### config.mk
export PLATFORM = sky130hd
export DESIGN_NAME = prqc_dev_flat
export DESIGN_NICKNAME = d
export VERILOG_FILES = /design/src/logic/prqc_pkg.sv /design/src/logic/prqc_link_if.sv /design/src/logic/prqc_dev.sv /design/src/flat_wrapper.sv
export SDC_FILE = /design/constraint.sdc
export NUM_CORES = 1
export LEC_CHECK = 0
export ABC_CLOCK_PERIOD_IN_PS = 4690
export CAP_MARGIN = 20
export CELL_PAD_IN_SITES_DETAIL_PLACEMENT = 1
export CELL_PAD_IN_SITES_GLOBAL_PLACEMENT = 1
export CORE_ASPECT_RATIO = 1.4
export CORE_UTILIZATION = 38
export CTS_CLUSTER_DIAMETER = 120
export DETAILED_ROUTE_END_ITERATION = 6
export DONT_BUFFER_PORTS = 1
export PLACE_DENSITY_LB_ADDON = 0.1
export SYNTH_ARGS = -nofsm -noshare
export SYNTH_HDL_FRONTEND = slang
export SYNTH_SLANG_ARGS = --single-unit
export TNS_END_PERCENT = 1
### constraint.sdc
create_clock -name CLK_I -period 4.69 [get_ports CLK_I]
set_input_delay 1.407 -clock CLK_I [delete_from_list [all_inputs] [get_ports CLK_I]]
set_output_delay 1.407 -clock CLK_I [all_outputs]
set_load 0.02 [all_outputs]
### src/logic/prqc_pkg.sv
// shared constants and decode for the ratio and quiesce control block
package prqc_pkg;
  localparam int RATIO_W = 6;
  localparam int MULT_W = 8;
  localparam logic [5:0] CODE_BYPASS = 6'h0C;
  localparam logic [5:0] CODE_OFF = 6'h3C;
  localparam logic [5:0] CODE_RESET_DEF = 6'h1A;
  localparam logic [7:0] CORE_STEP = 8'h04;
  localparam logic [7:0] LOW_MULT_LIMIT = 8'h14;
  localparam logic [1:0] SYNC_STAGES = 2'h2;
  localparam logic [3:0] ADDRESS_ACK_IN_FAST_CYC = 4'h1;
  localparam logic [3:0] ADDRESS_ACK_IN_SLOW_CYC = 4'h3;
  localparam logic [31:0] CTRL_OFS = 32'h0000_0000;
  localparam logic [31:0] STAT_OFS = 32'h0000_0004;
  localparam int CTRL_HOLD_BIT = 8;
  localparam int CTRL_SYSACK_BIT = 9;
  localparam int CTRL_FACTORY_BIT = 10;
  localparam int STAT_REJECT_BIT = 6;
  localparam int STAT_QREQ_BIT = 7;
  localparam int STAT_LOWM_BIT = 8;
  localparam int STAT_HRST_BIT = 9;
  localparam logic [31:0] CTRL_RESET = 32'h0000_011A;
  typedef enum logic [1:0] {
    MODE_PLL = 2'b00, MODE_BYPASS = 2'b01, MODE_OFF = 2'b10
  } prqc_mode_e;
  typedef enum logic [1:0] {
    DFS_NONE = 2'b00, DFS_DIV2 = 2'b01, DFS_DIV4 = 2'b10
  } prqc_dfs_e;
  // bus-to-core multiplier in quarter steps, zero when not a multiplier code
  function automatic logic [7:0] ratio_mult4(input logic [5:0] code);
    unique case (code)
      6'h26: ratio_mult4 = 8'h2C;
      6'h00: ratio_mult4 = 8'h2E;
      6'h2E: ratio_mult4 = 8'h30;
      6'h3E: ratio_mult4 = 8'h32;
      6'h16: ratio_mult4 = 8'h34;
      6'h38: ratio_mult4 = 8'h36;
      6'h32: ratio_mult4 = 8'h38;
      6'h06: ratio_mult4 = 8'h3C;
      6'h36: ratio_mult4 = 8'h40;
      6'h02: ratio_mult4 = 8'h44;
      6'h0A: ratio_mult4 = 8'h48;
      6'h0E: ratio_mult4 = 8'h50;
      6'h12: ratio_mult4 = 8'h54;
      6'h1A: ratio_mult4 = 8'h60;
      6'h3A: ratio_mult4 = 8'h70;
      default: ratio_mult4 = 8'h00;
    endcase
  endfunction : ratio_mult4
  // true for every listed code, multipliers plus bypass and off
  function automatic logic code_listed(input logic [5:0] code);
    code_listed = (ratio_mult4(code) != 8'h00) || (code == CODE_BYPASS) || (code == CODE_OFF);
  endfunction : code_listed
endpackage : prqc_pkg

### src/logic/prqc_link_if.sv
// link between the configured processor end and the board control end
`timescale 1ns/1ps
`default_nettype none
interface prqc_link_if;
  logic [5:0] ratio_sel;
  logic hard_reset_n;
  logic test_reset_n;
  logic bypass_bus_qualifier;
  logic quiesce_ack_n;
  logic address_ack_n;
  logic quiesce_req;
  logic addr_start;
  logic low_mult;
  modport dev (
    input ratio_sel, hard_reset_n, test_reset_n, bypass_bus_qualifier, quiesce_ack_n, address_ack_n,
    output quiesce_req, addr_start, low_mult
  );
  modport host (
    output ratio_sel, hard_reset_n, test_reset_n, bypass_bus_qualifier, quiesce_ack_n, address_ack_n,
    input quiesce_req, addr_start, low_mult
  );
endinterface : prqc_link_if
`default_nettype wire

### src/logic/prqc_dev.sv
// processor end: ratio strap capture, core and bus clock pacing, quiesce and ack
// What this block does
// - decode six-bit code to multipliers 11x-28x
// - off code stops all internal clocking
// - far end applies only listed codes
// - far end toggles qualifier at half rate
// - bypass bus runs half, core full rate
// - bypass only for factory or emulator use
// - far end delays ack below 5x
// - scaling modes change the chosen multiplier
// - asserted quiesce ack permits quiescent state
// - debug needs quiesce ack held low
// - quiesce ack merged from debugger and system
// - board merges hold, debugger hard and system resets first
// - test reset follows hard reset unused
//
// The AHB-Lite slave port and the address map were chosen for this implementation.
`timescale 1ns/1ps
`default_nettype none
module prqc_dev (
  input wire logic CLK_I,
  input wire logic RESET_N_I,
  prqc_link_if.dev LINK,
  input wire prqc_pkg::prqc_dfs_e DFS_MODE_I,
  input wire logic LOW_POWER_I,
  input wire logic ADDR_START_I,
  output logic CORE_TICK_O,
  output logic BUS_TICK_O,
  output prqc_pkg::prqc_mode_e MODE_O,
  output logic [prqc_pkg::MULT_W-1:0] EFF_MULT_O,
  output logic CONFIG_VALID_O,
  output logic QUIESCENT_O,
  output logic DEBUG_READY_O,
  output logic ADDR_ACKED_O
);
  import prqc_pkg::*;

  typedef enum logic [1:0] {
    ST_HOLD = 2'b00,
    ST_RUN = 2'b01,
    ST_QUIET = 2'b10
  } prqc_state_e;

  // synchronised copies of link pins, address ack taken direct without synchronising
  logic [9:0] p1_q, p2_q;
  logic qual_q;
  logic [5:0] code_s;
  logic hrst_s, trst_s, quiesce_ack_in_s, address_ack_in_s, qual_s;

  // captured configuration
  prqc_state_e st_q, st_d;
  logic [5:0] code_q, code_d;
  prqc_mode_e mode_q, mode_d;
  logic [7:0] base_q, base_d;
  logic [7:0] eff_q, eff_d;
  logic [7:0] acc_q, acc_d;
  logic [7:0] acc_sum;
  logic core_q, core_d;
  logic bus_q, bus_d;
  logic lowm_q, lowm_d;

  // address request bookkeeping
  logic pend_q, pend_d;
  logic start_q, start_d;
  logic acked_q, acked_d;
  logic address_ack_in_old_q;

  // two flops on every incoming link pin except address_ack_n, which is used unsynchronised
  always_ff @(posedge CLK_I or negedge RESET_N_I) begin
    if (!RESET_N_I) begin
      p1_q <= 10'h001; // idle levels, quiesce ack negated, resets asserted
      p2_q <= 10'h001; // no false ack grant right after reset
      qual_q <= 1'b0;
      address_ack_in_old_q <= 1'b0;
    end else begin
      p1_q <= {LINK.ratio_sel, LINK.hard_reset_n, LINK.test_reset_n,
               LINK.bypass_bus_qualifier, LINK.quiesce_ack_n};
      p2_q <= p1_q;
      qual_q <= qual_s;
      address_ack_in_old_q <= address_ack_in_s;
    end
  end

  // code stays static after release, so a bit-wise sync is safe
  assign code_s = p2_q[9:4];
  assign hrst_s = !p2_q[3];
  assign trst_s = !p2_q[2];
  assign qual_s = p2_q[1];
  assign quiesce_ack_in_s = !p2_q[0];
  assign address_ack_in_s = !LINK.address_ack_n;

  // capture, mode decode and pacing
  always_comb begin
    st_d = st_q;
    code_d = code_q;
    mode_d = mode_q;
    base_d = base_q;
    eff_d = eff_q;
    acc_d = acc_q;
    core_d = 1'b0;
    bus_d = 1'b0;
    acc_sum = acc_q + CORE_STEP;
    unique case (st_q)
      ST_HOLD: begin
        // strap caught every cycle while hard reset is asserted
        code_d = code_s;
        acc_d = 8'h00;
        if (code_s == CODE_OFF) begin
          mode_d = MODE_OFF;
        end else if (code_s == CODE_BYPASS) begin
          mode_d = MODE_BYPASS;
        end else begin
          mode_d = MODE_PLL;
        end
        base_d = ratio_mult4(code_s);
        if (!hrst_s) begin
          st_d = ST_RUN;
        end
      end
      ST_RUN, ST_QUIET: begin
        // scaling divides the configured multiplier
        unique case (DFS_MODE_I)
          DFS_DIV2: eff_d = {1'b0, base_q[7:1]};
          DFS_DIV4: eff_d = {2'b00, base_q[7:2]};
          default: eff_d = base_q;
        endcase
        if (st_q == ST_RUN) begin
          unique case (mode_q)
            MODE_BYPASS: begin
              core_d = 1'b1;
              bus_d = qual_s && !qual_q;
            end
            MODE_PLL: begin
              core_d = (eff_q != 8'h00);
              if (eff_q != 8'h00 && acc_sum >= eff_q) begin
                acc_d = acc_sum - eff_q;
                bus_d = 1'b1;
              end else if (eff_q != 8'h00) begin
                acc_d = acc_sum;
              end
            end
            default: begin
              core_d = 1'b0;
            end
          endcase
          // quiescent only on request with ack granted
          if (LOW_POWER_I && quiesce_ack_in_s) begin
            st_d = ST_QUIET;
          end
        end else if (!LOW_POWER_I) begin
          st_d = ST_RUN;
        end
        if (hrst_s) begin
          st_d = ST_HOLD;
        end
      end
      default: begin
        st_d = ST_HOLD;
      end
    endcase
    // low multiplier warning for ack spacing
    lowm_d = (mode_q == MODE_PLL) && (eff_d < LOW_MULT_LIMIT);
  end

  always_ff @(posedge CLK_I or negedge RESET_N_I) begin
    if (!RESET_N_I) begin
      st_q <= ST_HOLD;
      code_q <= CODE_RESET_DEF;
      mode_q <= MODE_OFF;
      base_q <= 8'h00;
      eff_q <= 8'h00;
      acc_q <= 8'h00;
      core_q <= 1'b0;
      bus_q <= 1'b0;
      lowm_q <= 1'b0;
    end else begin
      st_q <= st_d;
      code_q <= code_d;
      mode_q <= mode_d;
      base_q <= base_d;
      eff_q <= eff_d;
      acc_q <= acc_d;
      core_q <= core_d;
      bus_q <= bus_d;
      lowm_q <= lowm_d;
    end
  end

  // address request held until the delayed ack arrives
  always_comb begin
    pend_d = pend_q;
    start_d = start_q;
    acked_d = 1'b0;
    if (ADDR_START_I && !pend_q && st_q == ST_RUN) begin
      pend_d = 1'b1;
      start_d = 1'b1;
    end else if (pend_q && address_ack_in_s && !address_ack_in_old_q) begin
      pend_d = 1'b0;
      start_d = 1'b0;
      acked_d = 1'b1;
    end
    if (st_q == ST_HOLD) begin
      pend_d = 1'b0;
      start_d = 1'b0;
    end
  end

  always_ff @(posedge CLK_I or negedge RESET_N_I) begin
    if (!RESET_N_I) begin
      pend_q <= 1'b0;
      start_q <= 1'b0;
      acked_q <= 1'b0;
    end else begin
      pend_q <= pend_d;
      start_q <= start_d;
      acked_q <= acked_d;
    end
  end

  // outputs
  assign CORE_TICK_O = core_q;
  assign BUS_TICK_O = bus_q;
  assign MODE_O = mode_q;
  assign EFF_MULT_O = eff_q;
  assign CONFIG_VALID_O = (st_q != ST_HOLD) && code_listed(code_q);
  assign QUIESCENT_O = (st_q == ST_QUIET);
  // debug port usable only with ack held and test reset released
  assign DEBUG_READY_O = quiesce_ack_in_s && !trst_s;
  assign ADDR_ACKED_O = acked_q;
  assign LINK.quiesce_req = LOW_POWER_I && (st_q != ST_HOLD);
  assign LINK.addr_start = start_q;
  assign LINK.low_mult = lowm_q;
endmodule : prqc_dev
`default_nettype wire

### src/flat_wrapper.sv
// flat-port wrapper written by rule: the top's interface ports become plain ports
module prqc_dev_flat import prqc_pkg::*;
  (CLK_I, RESET_N_I, DFS_MODE_I, LOW_POWER_I, ADDR_START_I, CORE_TICK_O, BUS_TICK_O, MODE_O, EFF_MULT_O, CONFIG_VALID_O, QUIESCENT_O, DEBUG_READY_O, ADDR_ACKED_O, LINK_ratio_sel, LINK_hard_reset_n, LINK_test_reset_n, LINK_bypass_bus_qualifier, LINK_quiesce_ack_n, LINK_address_ack_n, LINK_quiesce_req, LINK_addr_start, LINK_low_mult);
  prqc_link_if LINK_i ();
  input wire logic CLK_I;
  input wire logic RESET_N_I;
  input wire prqc_pkg::prqc_dfs_e DFS_MODE_I;
  input wire logic LOW_POWER_I;
  input wire logic ADDR_START_I;
  output logic CORE_TICK_O;
  output logic BUS_TICK_O;
  output prqc_pkg::prqc_mode_e MODE_O;
  output logic [prqc_pkg::MULT_W-1:0] EFF_MULT_O;
  output logic CONFIG_VALID_O;
  output logic QUIESCENT_O;
  output logic DEBUG_READY_O;
  output logic ADDR_ACKED_O;
  input wire logic [$bits(LINK_i.ratio_sel)-1:0] LINK_ratio_sel;
  input wire logic [$bits(LINK_i.hard_reset_n)-1:0] LINK_hard_reset_n;
  input wire logic [$bits(LINK_i.test_reset_n)-1:0] LINK_test_reset_n;
  input wire logic [$bits(LINK_i.bypass_bus_qualifier)-1:0] LINK_bypass_bus_qualifier;
  input wire logic [$bits(LINK_i.quiesce_ack_n)-1:0] LINK_quiesce_ack_n;
  input wire logic [$bits(LINK_i.address_ack_n)-1:0] LINK_address_ack_n;
  output wire logic [$bits(LINK_i.quiesce_req)-1:0] LINK_quiesce_req;
  output wire logic [$bits(LINK_i.addr_start)-1:0] LINK_addr_start;
  output wire logic [$bits(LINK_i.low_mult)-1:0] LINK_low_mult;
  assign LINK_i.ratio_sel = LINK_ratio_sel;
  assign LINK_i.hard_reset_n = LINK_hard_reset_n;
  assign LINK_i.test_reset_n = LINK_test_reset_n;
  assign LINK_i.bypass_bus_qualifier = LINK_bypass_bus_qualifier;
  assign LINK_i.quiesce_ack_n = LINK_quiesce_ack_n;
  assign LINK_i.address_ack_n = LINK_address_ack_n;
  assign LINK_quiesce_req = LINK_i.quiesce_req;
  assign LINK_addr_start = LINK_i.addr_start;
  assign LINK_low_mult = LINK_i.low_mult;
  prqc_dev u_core (.CLK_I(CLK_I), .RESET_N_I(RESET_N_I), .LINK(LINK_i), .DFS_MODE_I(DFS_MODE_I), .LOW_POWER_I(LOW_POWER_I), .ADDR_START_I(ADDR_START_I), .CORE_TICK_O(CORE_TICK_O), .BUS_TICK_O(BUS_TICK_O), .MODE_O(MODE_O), .EFF_MULT_O(EFF_MULT_O), .CONFIG_VALID_O(CONFIG_VALID_O), .QUIESCENT_O(QUIESCENT_O), .DEBUG_READY_O(DEBUG_READY_O), .ADDR_ACKED_O(ADDR_ACKED_O));
endmodule
==> results of run 1 <==
-- state kept, by name (all words and copies together), names as in the netlist --
name	count
u_core.p1_q	10
u_core.p2_q	10
u_core.EFF_MULT_O	8
u_core.acc_q	8
u_core.base_q	6
u_core.code_q	6
u_core.MODE_O	2
u_core.st_q	2
u_core.ADDR_ACKED_O	1
u_core.BUS_TICK_O	1
u_core.CORE_TICK_O	1
u_core.LINK.low_mult	1
u_core.address_ack_in_old_q	1
u_core.pend_q	1
u_core.qual_q	1
-- through the flow --
stage	hold slack, ns	total power, mW
5_1_grt	0.353	2.77
4_1_cts	0.351	2.59
3_5_place_dp	0.336	1.99
6_report	0.350	2.55
2_1_floorplan	0.331	1.75
3_3_place_gp	0.332	1.97
-- metal layers --
layer	vias to the layer above	global-route usage (%)	part of all wire, %
li1	1114	-	-
met1	1154	21.8	44
met2	40	31.1	51
met3	8	4.10	3.5
met4	0	7.54	1.3
met5	-	0	0
-- synthesized netlist by cell type, types with 2 or more instances --
cell type,number,area share [%]
dfstp_2,6,5.1
nor4_4,2,1.4
o21ai_0,28,4.5
mux2i_1,2,0.64
nand4_1,2,0.40
a21boi_0,2,0.48
clkbuf_1,10,1.2
o21a_1,4,0.96
o2111ai_1,2,0.56
o22ai_1,4,0.80
nand3b_1,5,1.2
ha_1,15,6.0
and3_1,3,0.60
nor2_1,18,2.2
xor2_1,3,0.84
xnor2_1,4,1.1
o31a_1,2,0.56
nand3_1,12,1.9
dfrtp_1,53,43
a21oi_1,13,2.1
mux2_2,8,2.9
o21ai_1,3,0.48
a22oi_1,5,1.2
nand2_2,3,0.60
a22o_1,2,0.56
nand2b_1,3,0.60
a221oi_1,2,0.56
nand2_1,25,3.0
o2bb2ai_1,6,1.7
nor2b_1,6,1.2
nor3_1,9,1.4
a32o_1,2,0.64
inv_1,25,3.0
-- kinds of logic after synthesis --
logic type | Yosys count
simple gates | 94
compound gates | 88
flops | 59
buf+inv | 38
fa+ha+maj | 16
mux | 10
xor+xnor | 7
-- where the power goes --
group / internal (mW) / total (mW) / switching, mW / leakage (nW)
Sequential: 0.632 / 0.788 / 0.157 / 0.734
Clock: 0.382 / 0.582 / 0.200 / 0.123
Combinational: 0.481 / 1.18 / 0.703 / 0.630
-- layout by cell type, fill, tap and decap left out, types with 3 or more instances in the layout --
| cell type | count |
|---|---|
| a22oi_1 | 5 |
| o21ai_1 | 3 |
| xnor2_1 | 4 |
| clkbuf_8 | 11 |
| and3_1 | 3 |
| dfrtp_1 | 53 |
| o2bb2ai_1 | 6 |
| nand2_2 | 3 |
| nor2b_1 | 6 |
| nand2_1 | 25 |
| nor3_1 | 9 |
| nand3b_1 | 5 |
| o22ai_1 | 4 |
| o21a_1 | 4 |
| nor2_1 | 18 |
| ha_1 | 15 |
| nand3_1 | 12 |
| bufinv_16 | 3 |
| a21oi_1 | 13 |
| xor2_1 | 3 |
| nand2b_1 | 3 |
| dfstp_2 | 6 |
| inv_1 | 25 |
| mux2_2 | 8 |
| o21ai_0 | 28 |
-- worst max-delay path by stage --
| stage | startpoint | end | slack (ns) | cells past startpoint |
|---|---|---|---|---|
| 6_report | LOW_POWER_I | LINK_quiesce_req | 1.54 | 1 |
| 5_1_grt | u_core.st_q[0]$_DFFE_PN0P_ | CONFIG_VALID_O | 1.50 | 5 |
| 4_1_cts | LOW_POWER_I | LINK_quiesce_req | 1.53 | 1 |
| 3_5_place_dp | LOW_POWER_I | LINK_quiesce_req | 1.53 | 1 |
| 3_3_place_gp | LOW_POWER_I | LINK_quiesce_req | 1.53 | 1 |
| 2_1_floorplan | LOW_POWER_I | LINK_quiesce_req | 1.55 | 1 |
-- final cells by class --
type | count | area share, %
multi-input combinational | 215 | 43.0
tap | 100 | 3.64
clock inverter | 4 | 2.84
inverter | 25 | 2.73
timing repair buffer | 1 | 0.218
clock buffer | 12 | 4.51
sequential | 59 | 43.1
==> impl_metrics.yaml, run 1 <==
status:
  outcome: "finished clean"
logic_synthesis:
  synth_top_family_by_area: "compound AO/OA/AOI/OAI gates"
  synth_cell_type_count: 56
  yosys.area_share.simple_pct: 16.0
  syn_inst: 312
  muxShareOfSynthArea_pct: 3.54
  synth_seq_area_share_pct: 47.6
  synth.avg_cell_area_um2: 9.98
  synthXorXnorAreaFrac_pct: 1.97
  synthAdderAreaFrac_pct: 6.67
  yosys_most_used_dff: "dfrtp_1"
  synth_edf_count: 0
  syn_area_um2: 3110
  ys_warn_count: 0
  synth_compound_area_share_pct: 19.3
  async_flop_share_pct: 100
  synth_nets: 345
  ys_ff_latch: 59
final_layout:
  diodes: 0
  multi_input_area_um2: 1480
  ff_latch_area_um2: 1480
  instances_no_fill: 416
  fillers: 896
  layout-drive-gt1-share_pct: 12.3
  fin_util_pct: 43.9
  syn2layout_area_growth_pct: 10.5
  fin_nets: 344
  fin_area_um2: 3440
setup_path:
  r2r-start: "u_core.acc_q[2]$_DFFE_PN0P_"
  crit_fanout: 3
  regToRegSetupSlack_ns: 1.93
  cpLargestDelayFamily: "simple AND/OR/NAND/NOR gates"
  critPathCaptureType: "primary output"
  r2r-end: "u_core.acc_q[7]$_DFFE_PN0P_"
  critPathBufInv: 0
  critPathLaunchType: "input pin"
  cp.arrival_ns: 1.74
  cpPeakStageDelay_ns: 0.34
  cp_cell_sequence: "nor2b_1"
  critPathKind: "in2out"
  critPathSlowestCell: "nor2b_1"
  cp.required_ns: 3.28
  r2r_cells: 10
routing:
  via_per_inst: 5.57
  routed_wl_um: 6930
  wl_per_cell_um: 16.7
  ant_nets: 0
  dr.pass1.iters: 4
  drc_errors: 0
  vias: 2316
  drt-initial-drc-count: 75
sta:
  fmax_mhz: 317
  setup-tns-final_ns: 0
  slew_viol_final: 0
  fin_crit_sh_pct: 67.2
  hold_viol_final: 0
  rsz0062_at_grt: "false"
  clock_skew_ns: 0.0145
  worst_pin_slew_ns: 0.852
  setup_viol: 0
  relSlewSlack_pct: 43.2
  worst_slack_ns: 1.54
  fin_crit_ns: 3.15
global_route:
  grt-ovfl-total: 0
  grt_first_pass_wirelength_um: 11700
  grt_max_degree: 60
  grtUsageTotal_pct: 18.1
  antenna_found_initial: 0
  grt_pass1_vias: 2399
clocking:
  clkLatencyLatePin_ns: 0.34
  hold_buffers: 0
  cts_resized: 0
  root_buffer: "clkbuf_8"
  postCtsSetupBuffers: 0
  cts_tree: "done"
  clockBufferDepth: 2
  h-tree-depth: 3
  clk_pin_slew_ns: 0.06
  cts_buffers: 9
  cts.sinks: 59
placed_design:
  dp_cells: 400
  port-buffer-count: 0
  place.gp.congestion: 0.762
  place_ws_ns: 1.53
  dp_hpwl_um: 5060
  postPlaceCellArea_um2: 3190
hold_path:
  holdPathEnd: "u_core.p2_q[5]$_DFF_PN0_"
  hold_class: "reg2reg"
  hp-start: "u_core.p1_q[5]$_DFF_PN0_"
  hold_depth: 0
power_and_ir_drop:
  peakVddDrop_mv: 0.432
  power_density_nw_per_um2: 742
  leakage_nw: 1.49
floorplanning:
  dieHeight_um: 109
  core_area_um2: 7850
  start_util_pct: 39.7
  ios: 36
  die_w_um: 78.5
  die_area_um2: 8570
  rows: 38
run:
  maxCapViolations: 0
(Power assumes the default switching activity.)
==> inputs of run 2 (changes only) <==
--- a/config.mk
+++ b/config.mk
@@ -5,7 +5,8 @@
 export SDC_FILE = /design/constraint.sdc
 export NUM_CORES = 1
 export LEC_CHECK = 0
-export ABC_CLOCK_PERIOD_IN_PS = 4690
+export ABC_AREA = 1
+export ABC_CLOCK_PERIOD_IN_PS = 2870
 export CAP_MARGIN = 20
 export CELL_PAD_IN_SITES_DETAIL_PLACEMENT = 1
 export CELL_PAD_IN_SITES_GLOBAL_PLACEMENT = 1
==> constraint.sdc (replaced) <==
create_clock -name CLK_I -period 2.87 [get_ports CLK_I]
set_input_delay 0.861 -clock CLK_I [delete_from_list [all_inputs] [get_ports CLK_I]]
set_output_delay 0.861 -clock CLK_I [all_outputs]
set_load 0.02 [all_outputs]
==> run 2 against run 1 <==
Against the previous run: first-iteration DRC count down 25%; wire length up 13%; hold slack worse by 0.15 ns; critical endpoint is now CONFIG_VALID_O; largest cell class unchanged.
==> impl_metrics.yaml, run 2 <==
sta:
  fin_crit_sh_pct: 87.9
  slew_viol_final: 0
  relSlewSlack_pct: 59.5
  setup-tns-final_ns: 0
  worst_pin_slew_ns: 0.608
  clock_skew_ns: 0.00847
  fmax_mhz: 396
  fin_crit_ns: 2.52
  rsz0062_at_grt: "false"
  setup_viol: 0
  hold_viol_final: 0
final_layout:
  final_cell_mix: "96 x nand2_1, 58 x inv_1, 53 x dfrtp_1, 27 x nand3_1, 23 x nor2_1"
  top_regs: "u_core.p1_q: 10 flops, u_core.p2_q: 10 flops"
  final_common_cell: "nand2_1"
  ff_latch_area_um2: 1480
  syn2layout_area_growth_pct: 10.4
  fin_area_um2: 3450
  layout-drive-gt1-share_pct: 10.3
  fin_nets: 418
  fillers: 959
  diodes: 0
  multi_input_area_um2: 1360
clocking:
  postCtsSetupBuffers: 0
  root_buffer: "clkbuf_8"
  h-tree-depth: 3
  clockBufferDepth: 2
  cts_resized: 0
  hold_buffers: 0
  cts_buffers: 9
  clk_pin_slew_ns: 0.07
  cts_tree: "done"
  clkLatencyLatePin_ns: 0.35
  cts.sinks: 59
routing:
  vias: 2485
  routed_wl_um: 7800
  via_per_inst: 5.07
  drt-initial-drc-count: 56
  wl_per_cell_um: 15.9
  ant_nets: 0
  dr.pass1.iters: 4
  drc_errors: 0
logic_synthesis:
  synth.most_common_cell: "nand2_1"
  yosys_most_used_dff: "dfrtp_1"
  syn_inst: 379
  yosysTopAreaCellShare_pct: 42.4
  ys_top_cells_by_count: "96 x nand2_1, 58 x inv_1, 53 x dfrtp_1"
  synth.avg_cell_area_um2: 8.25
  synth_edf_count: 0
  async_flop_share_pct: 100
  synth_nets: 412
  synth_cell_type_count: 38
  synthTopCellsByArea: "dfrtp_1 42%, nand2_1 12%, inv_1 7.0%"
  synth_top_area_cell: "dfrtp_1"
  synth_seq_area_share_pct: 47.5
  ys_ff_latch: 59
  syn_area_um2: 3130
  ys_warn_count: 0
placed_design:
  place.gp.congestion: 0.812
  postPlaceCellArea_um2: 3220
  port-buffer-count: 0
  dp_hpwl_um: 6000
setup_path:
  cp.arrival_ns: 1.66
  crit_fanout: 4
  cpPeakStageDelay_ns: 0.40
  regToRegSetupSlack_ns: 0.48
  critPathSlowestCell: "dfrtp_1"
  cp_cell_sequence: "inv_1 -> ha_1 -> nor2_1 -> o21ai_0 -> a31oi_1 -> buf_4"
  critPathCaptureType: "primary output"
  critPathLaunchType: "flip-flop"
  critPathKind: "reg2out"
  cp.required_ns: 2.01
global_route:
  grt_max_degree: 60
  grt-ovfl-total: 0
  grt_first_pass_wirelength_um: 12900
  grtUsageTotal_pct: 20.6
  grt_pass1_vias: 2683
  antenna_found_initial: 0
floorplanning:
  die_area_um2: 8600
  dieHeight_um: 109
  rows: 38
  core_area_um2: 7850
  ios: 36
  die_w_um: 78.7
  start_util_pct: 39.9
run:
  maxCapViolations: 0
status:
  outcome: "finished clean"
power_and_ir_drop:
  leakage_nw: 1.72
  peakVddDrop_mv: 0.480
  power_density_nw_per_um2: 1310
hold_path:
  hold_class: "in2async"
==> run 2: cell count changes in the layout (fill, tap and decap cells not counted), sizes merged, moves of 7 or more <==
cell   before  now
nand3      12   28
nand2      28  100
mux2        8    0
inv        25   63
o21ai      31   22
nor3        9    2
nor2       18   27
==> run 2: worst max-delay path: cells and delay by family, from the launching register on <==
family / cells / cell delay, ns
buf+inv: 2 / 0.25
flops: 1 / 0.40
fa+ha+maj: 1 / 0.22
simple gates: 1 / 0.15
compound gates: 2 / 0.29
==> run 2: through the flow <==
| step | setup WS, ns | cells | hold slack, ns | utilization [%] | total power, mW |
|---|---|---|---|---|---|
| global placement | 0.580 | 474 | 0.333 | 41.1 | 3.67 |
| finish | 0.348 | 490 | 0.201 | 44.0 | 4.52 |
| floorplan | 0.609 | 379 | 0.331 | - | 3.12 |
| detailed placement | 0.463 | 474 | 0.336 | 41.1 | 3.72 |
| global route | 0.218 | 490 | 0.185 | 44.0 | 4.94 |
| CTS | 0.304 | 490 | 0.179 | 44.0 | 4.61 |
==> run 2: final cells by class <==
| cell class | instances | area share (%) |
|---|---|---|
| flip-flops and latches | 59 | 43.0 |
| multi-input cells | 250 | 39.4 |
| inverters | 63 | 7.00 |
| clock buffers | 10 | 3.99 |
| well taps | 100 | 3.63 |
| clock inverters | 6 | 2.57 |
| repair buffers | 2 | 0.435 |
==> run 2: cell families after synthesis <==
group | Yosys count | share of synthesized area, %
XOR/XNOR | 6 | 1.68
AND/OR/NAND/NOR | 170 | 24.2
buffers and inverters | 70 | 9.08
adder cells (fa/ha/maj) | 16 | 6.64
AO/OA/AOI/OAI | 58 | 11.0
flip-flops | 59 | 47.5
==> run 2: path summary, 6_finish.rpt <==
kind | from | to | depth (start not counted)
setup reg to reg | u_core.acc_q[2]$_DFFE_PN0P_ | u_core.acc_q[4]$_DFFE_PN0P_ | 15
max in group asynchronous | RESET_N_I | u_core.p1_q[0]$_DFF_PN1_ | 0
hold reg to reg | u_core.p1_q[7]$_DFF_PN0_ | u_core.p2_q[7]$_DFF_PN0_ | 0
setup / recovery | u_core.st_q[0]$_DFFE_PN0P_ | CONFIG_VALID_O | 6
hold / removal | RESET_N_I | u_core.EFF_MULT_O[2]$_DFF_PN0_ | 0
min in group CLK_I | u_core.p1_q[7]$_DFF_PN0_ | u_core.p2_q[7]$_DFF_PN0_ | 0
==> run 2: power by group <==
part           switching, mW  internal, mW  leakage (nW)
logic                   1.54         0.774         0.893
clock network          0.351         0.512         0.108
registers              0.270          1.08         0.723
total                   2.16          2.36          1.72
==> run 2: routing by layer <==
layer / up-vias / share of wire, % / track usage, % / wire, µm
met5: - / 0 / 0 / 0
met4: 0 / 2.5 / 12.0 / 196
met3: 12 / 2.5 / 3.32 / 193
met2: 34 / 55 / 38.8 / 4310
met1: 1208 / 40 / 21.1 / 3100
li1: 1231 / - / - / -
==> inputs of run 3 (changes only) <==
--- a/config.mk
+++ b/config.mk
@@ -6,7 +6,7 @@
 export NUM_CORES = 1
 export LEC_CHECK = 0
 export ABC_AREA = 1
-export ABC_CLOCK_PERIOD_IN_PS = 2870
+export ABC_CLOCK_PERIOD_IN_PS = 2350
 export CAP_MARGIN = 20
 export CELL_PAD_IN_SITES_DETAIL_PLACEMENT = 1
 export CELL_PAD_IN_SITES_GLOBAL_PLACEMENT = 1
==> constraint.sdc (replaced) <==
create_clock -name CLK_I -period 2.35 [get_ports CLK_I]
set_input_delay 0.705 -clock CLK_I [delete_from_list [all_inputs] [get_ports CLK_I]]
set_output_delay 0.705 -clock CLK_I [all_outputs]
set_load 0.02 [all_outputs]
==> run 3 against run 2 <==
Against the previous run: combinational power grew 38%; critical path depth unchanged; register-to-register slack got worse by 0.35 ns; core utilization is 1.5 points higher; cell count grew 2.4%; non-clock buffer count rose by 11; sequential share of layout area shrank 1.4 points; clock skew rose by 0.0069 ns; design area grew 3.4%; wire length up 0.15%; critical path type unchanged; largest cell class unchanged; highest routed layer unchanged.
==> impl_metrics.yaml, run 3 (synthesized netlist as in run 2, its figures left out) <==
final_layout:
  final_cell_mix: "93 x nand2_1, 57 x inv_1, 53 x dfrtp_1, 25 x nand3_1, 22 x o21ai_0"
  diodes: 0
  final_common_cell: "nand2_1"
  ff_latch_area_um2: 1480
  syn2layout_area_growth_pct: 14.1
  multi_input_area_um2: 1440
  layout-drive-gt1-share_pct: 15.9
  fin_area_um2: 3570
  top_regs: "u_core.p1_q: 10 flops, u_core.p2_q: 10 flops"
  fin_nets: 430
  fillers: 962
routing:
  via_per_inst: 5.03
  drt-initial-drc-count: 81
  dr.pass1.iters: 4
  wl_per_cell_um: 15.6
  drc_errors: 0
  vias: 2525
  routed_wl_um: 7810
  ant_nets: 0
global_route:
  grt_first_pass_wirelength_um: 13200
  grt_max_degree: 60
  grtUsageTotal_pct: 20.7
  antenna_found_initial: 0
  grt-ovfl-total: 0
  grt_pass1_vias: 2731
floorplanning:
  rows: 38
  die_w_um: 78.7
  ios: 36
  die_area_um2: 8600
  start_util_pct: 39.9
  dieHeight_um: 109
  core_area_um2: 7850
clocking:
  cts.sinks: 59
  clockBufferDepth: 2
  h-tree-depth: 3
  cts_buffers: 9
  clk_pin_slew_ns: 0.08
  root_buffer: "clkbuf_8"
  cts_tree: "done"
  clkLatencyLatePin_ns: 0.34
sta:
  worst_pin_slew_ns: 0.402
  fin_crit_ns: 2.29
  setup-tns-final_ns: 0
  clock_skew_ns: 0.0154
  setup_viol: 0
  hold_viol_final: 0
  fin_crit_sh_pct: 97.3
  slew_viol_final: 0
  fmax_mhz: 437
  rsz0062_at_grt: "true"
  relSlewSlack_pct: 73.1
setup_path:
  critPathKind: "reg2out"
  cp.arrival_ns: 1.58
  crit_fanout: 4
  critPathCaptureType: "primary output"
  cp.required_ns: 1.64
  r2r_cells: 13
  critPathLaunchType: "flip-flop"
power_and_ir_drop:
  leakage_nw: 1.77
  peakVddDrop_mv: 0.522
  power_density_nw_per_um2: 1590
placed_design:
  port-buffer-count: 0
  place.gp.congestion: 0.793
  postPlaceCellArea_um2: 3260
  dp_hpwl_um: 5910
run:
  maxCapViolations: 0
status:
  outcome: "finished clean"
hold_path:
  hold_class: "in2async"
==> run 3: changes by cell type in the layout (fill, tap and decap cells not counted), moves of 2 or more <==
cell,previous run,this run
a21oi_2,2,4
nand3_1,27,25
buf_4,2,13
nor2_1,23,21
ha_1,15,12
ha_4,0,2
nand2_2,3,6
bufinv_16,2,0
nand2_1,96,93
a21oi_1,13,11
==> run 3: worst paths after layout <==
path                                             startpoint                          endpoint  slack [ns]
worst min register to register     u_core.p1_q[2]$_DFF_PN0_          u_core.p2_q[2]$_DFF_PN0_        0.35
worst max-delay path             u_core.st_q[1]$_DFFE_PN0P_                    CONFIG_VALID_O        0.06
min in group CLK_I                 u_core.p1_q[2]$_DFF_PN0_          u_core.p2_q[2]$_DFF_PN0_        0.35
worst max register to register  u_core.acc_q[4]$_DFFE_PN0P_       u_core.acc_q[7]$_DFFE_PN0P_        0.13
worst min-delay path                              RESET_N_I  u_core.EFF_MULT_O[1]$_DFFE_PN0N_        0.05
max in group asynchronous                         RESET_N_I          u_core.p2_q[0]$_DFF_PN1_        2.10
==> run 3: worst max-delay path: stages (launching register included) <==
cell	delay, ns
dfrtp_1	0.39
inv_1	0.08
ha_1	0.23
nor2_2	0.13
o21ai_0	0.09
a31oi_1	0.16
buf_4	0.17
==> run 3: power by group <==
group | total [mW] | leakage, nW | switching [mW] | internal (mW)
registers | 1.61 | 0.723 | 0.295 | 1.31
clock network | 0.849 | 0.0884 | 0.412 | 0.436
logic | 3.21 | 0.955 | 2.04 | 1.16
total | 5.67 | 1.77 | 2.75 | 2.92
==> run 3: per-stage QoR <==
stage,hold WS (ns),setup WS [ns],instances,total power [mW],utilization [%]
6_report,0.0488,0.0625,502,5.67,45.5
5_1_grt,0.0144,-0.0624,502,6.19,45.5
4_1_cts,0.0261,0.00289,496,5.50,44.2
3_5_place_dp,0.336,-0.00362,479,4.58,41.6
3_3_place_gp,0.332,0.0824,479,4.51,41.6
2_1_floorplan,0.331,0.187,379,3.82,-
==> run 3: final cells by class <==
cell class | instances | share of cell area [%]
clock inverter | 4 | 0.701
inverter | 63 | 6.77
tap | 100 | 3.51
clock buffer | 12 | 4.35
timing repair buffer | 13 | 2.73
multi-input combinational | 251 | 40.4
sequential | 59 | 41.6
==> run 3: routing by layer <==
metal / vias up / part of all wire, % / GRT usage (%) / routed length (µm)
li1: 1257 / - / - / -
met1: 1224 / 40 / 21.7 / 3110
met2: 36 / 55 / 38.6 / 4320
met3: 8 / 3.2 / 5.81 / 252
met4: 0 / 1.6 / 8.20 / 122
met5: - / 0 / 0 / 0
==> run 3: what timing repair did <==
item / CTS / global route
resized for setup: 2 / 14
cloned: 0 / 1
pin swaps: 0 / 8
buffers inserted: 1 / 5
endpoints found under the setup margin: 9 / 11
hold buffers: 0 / 0
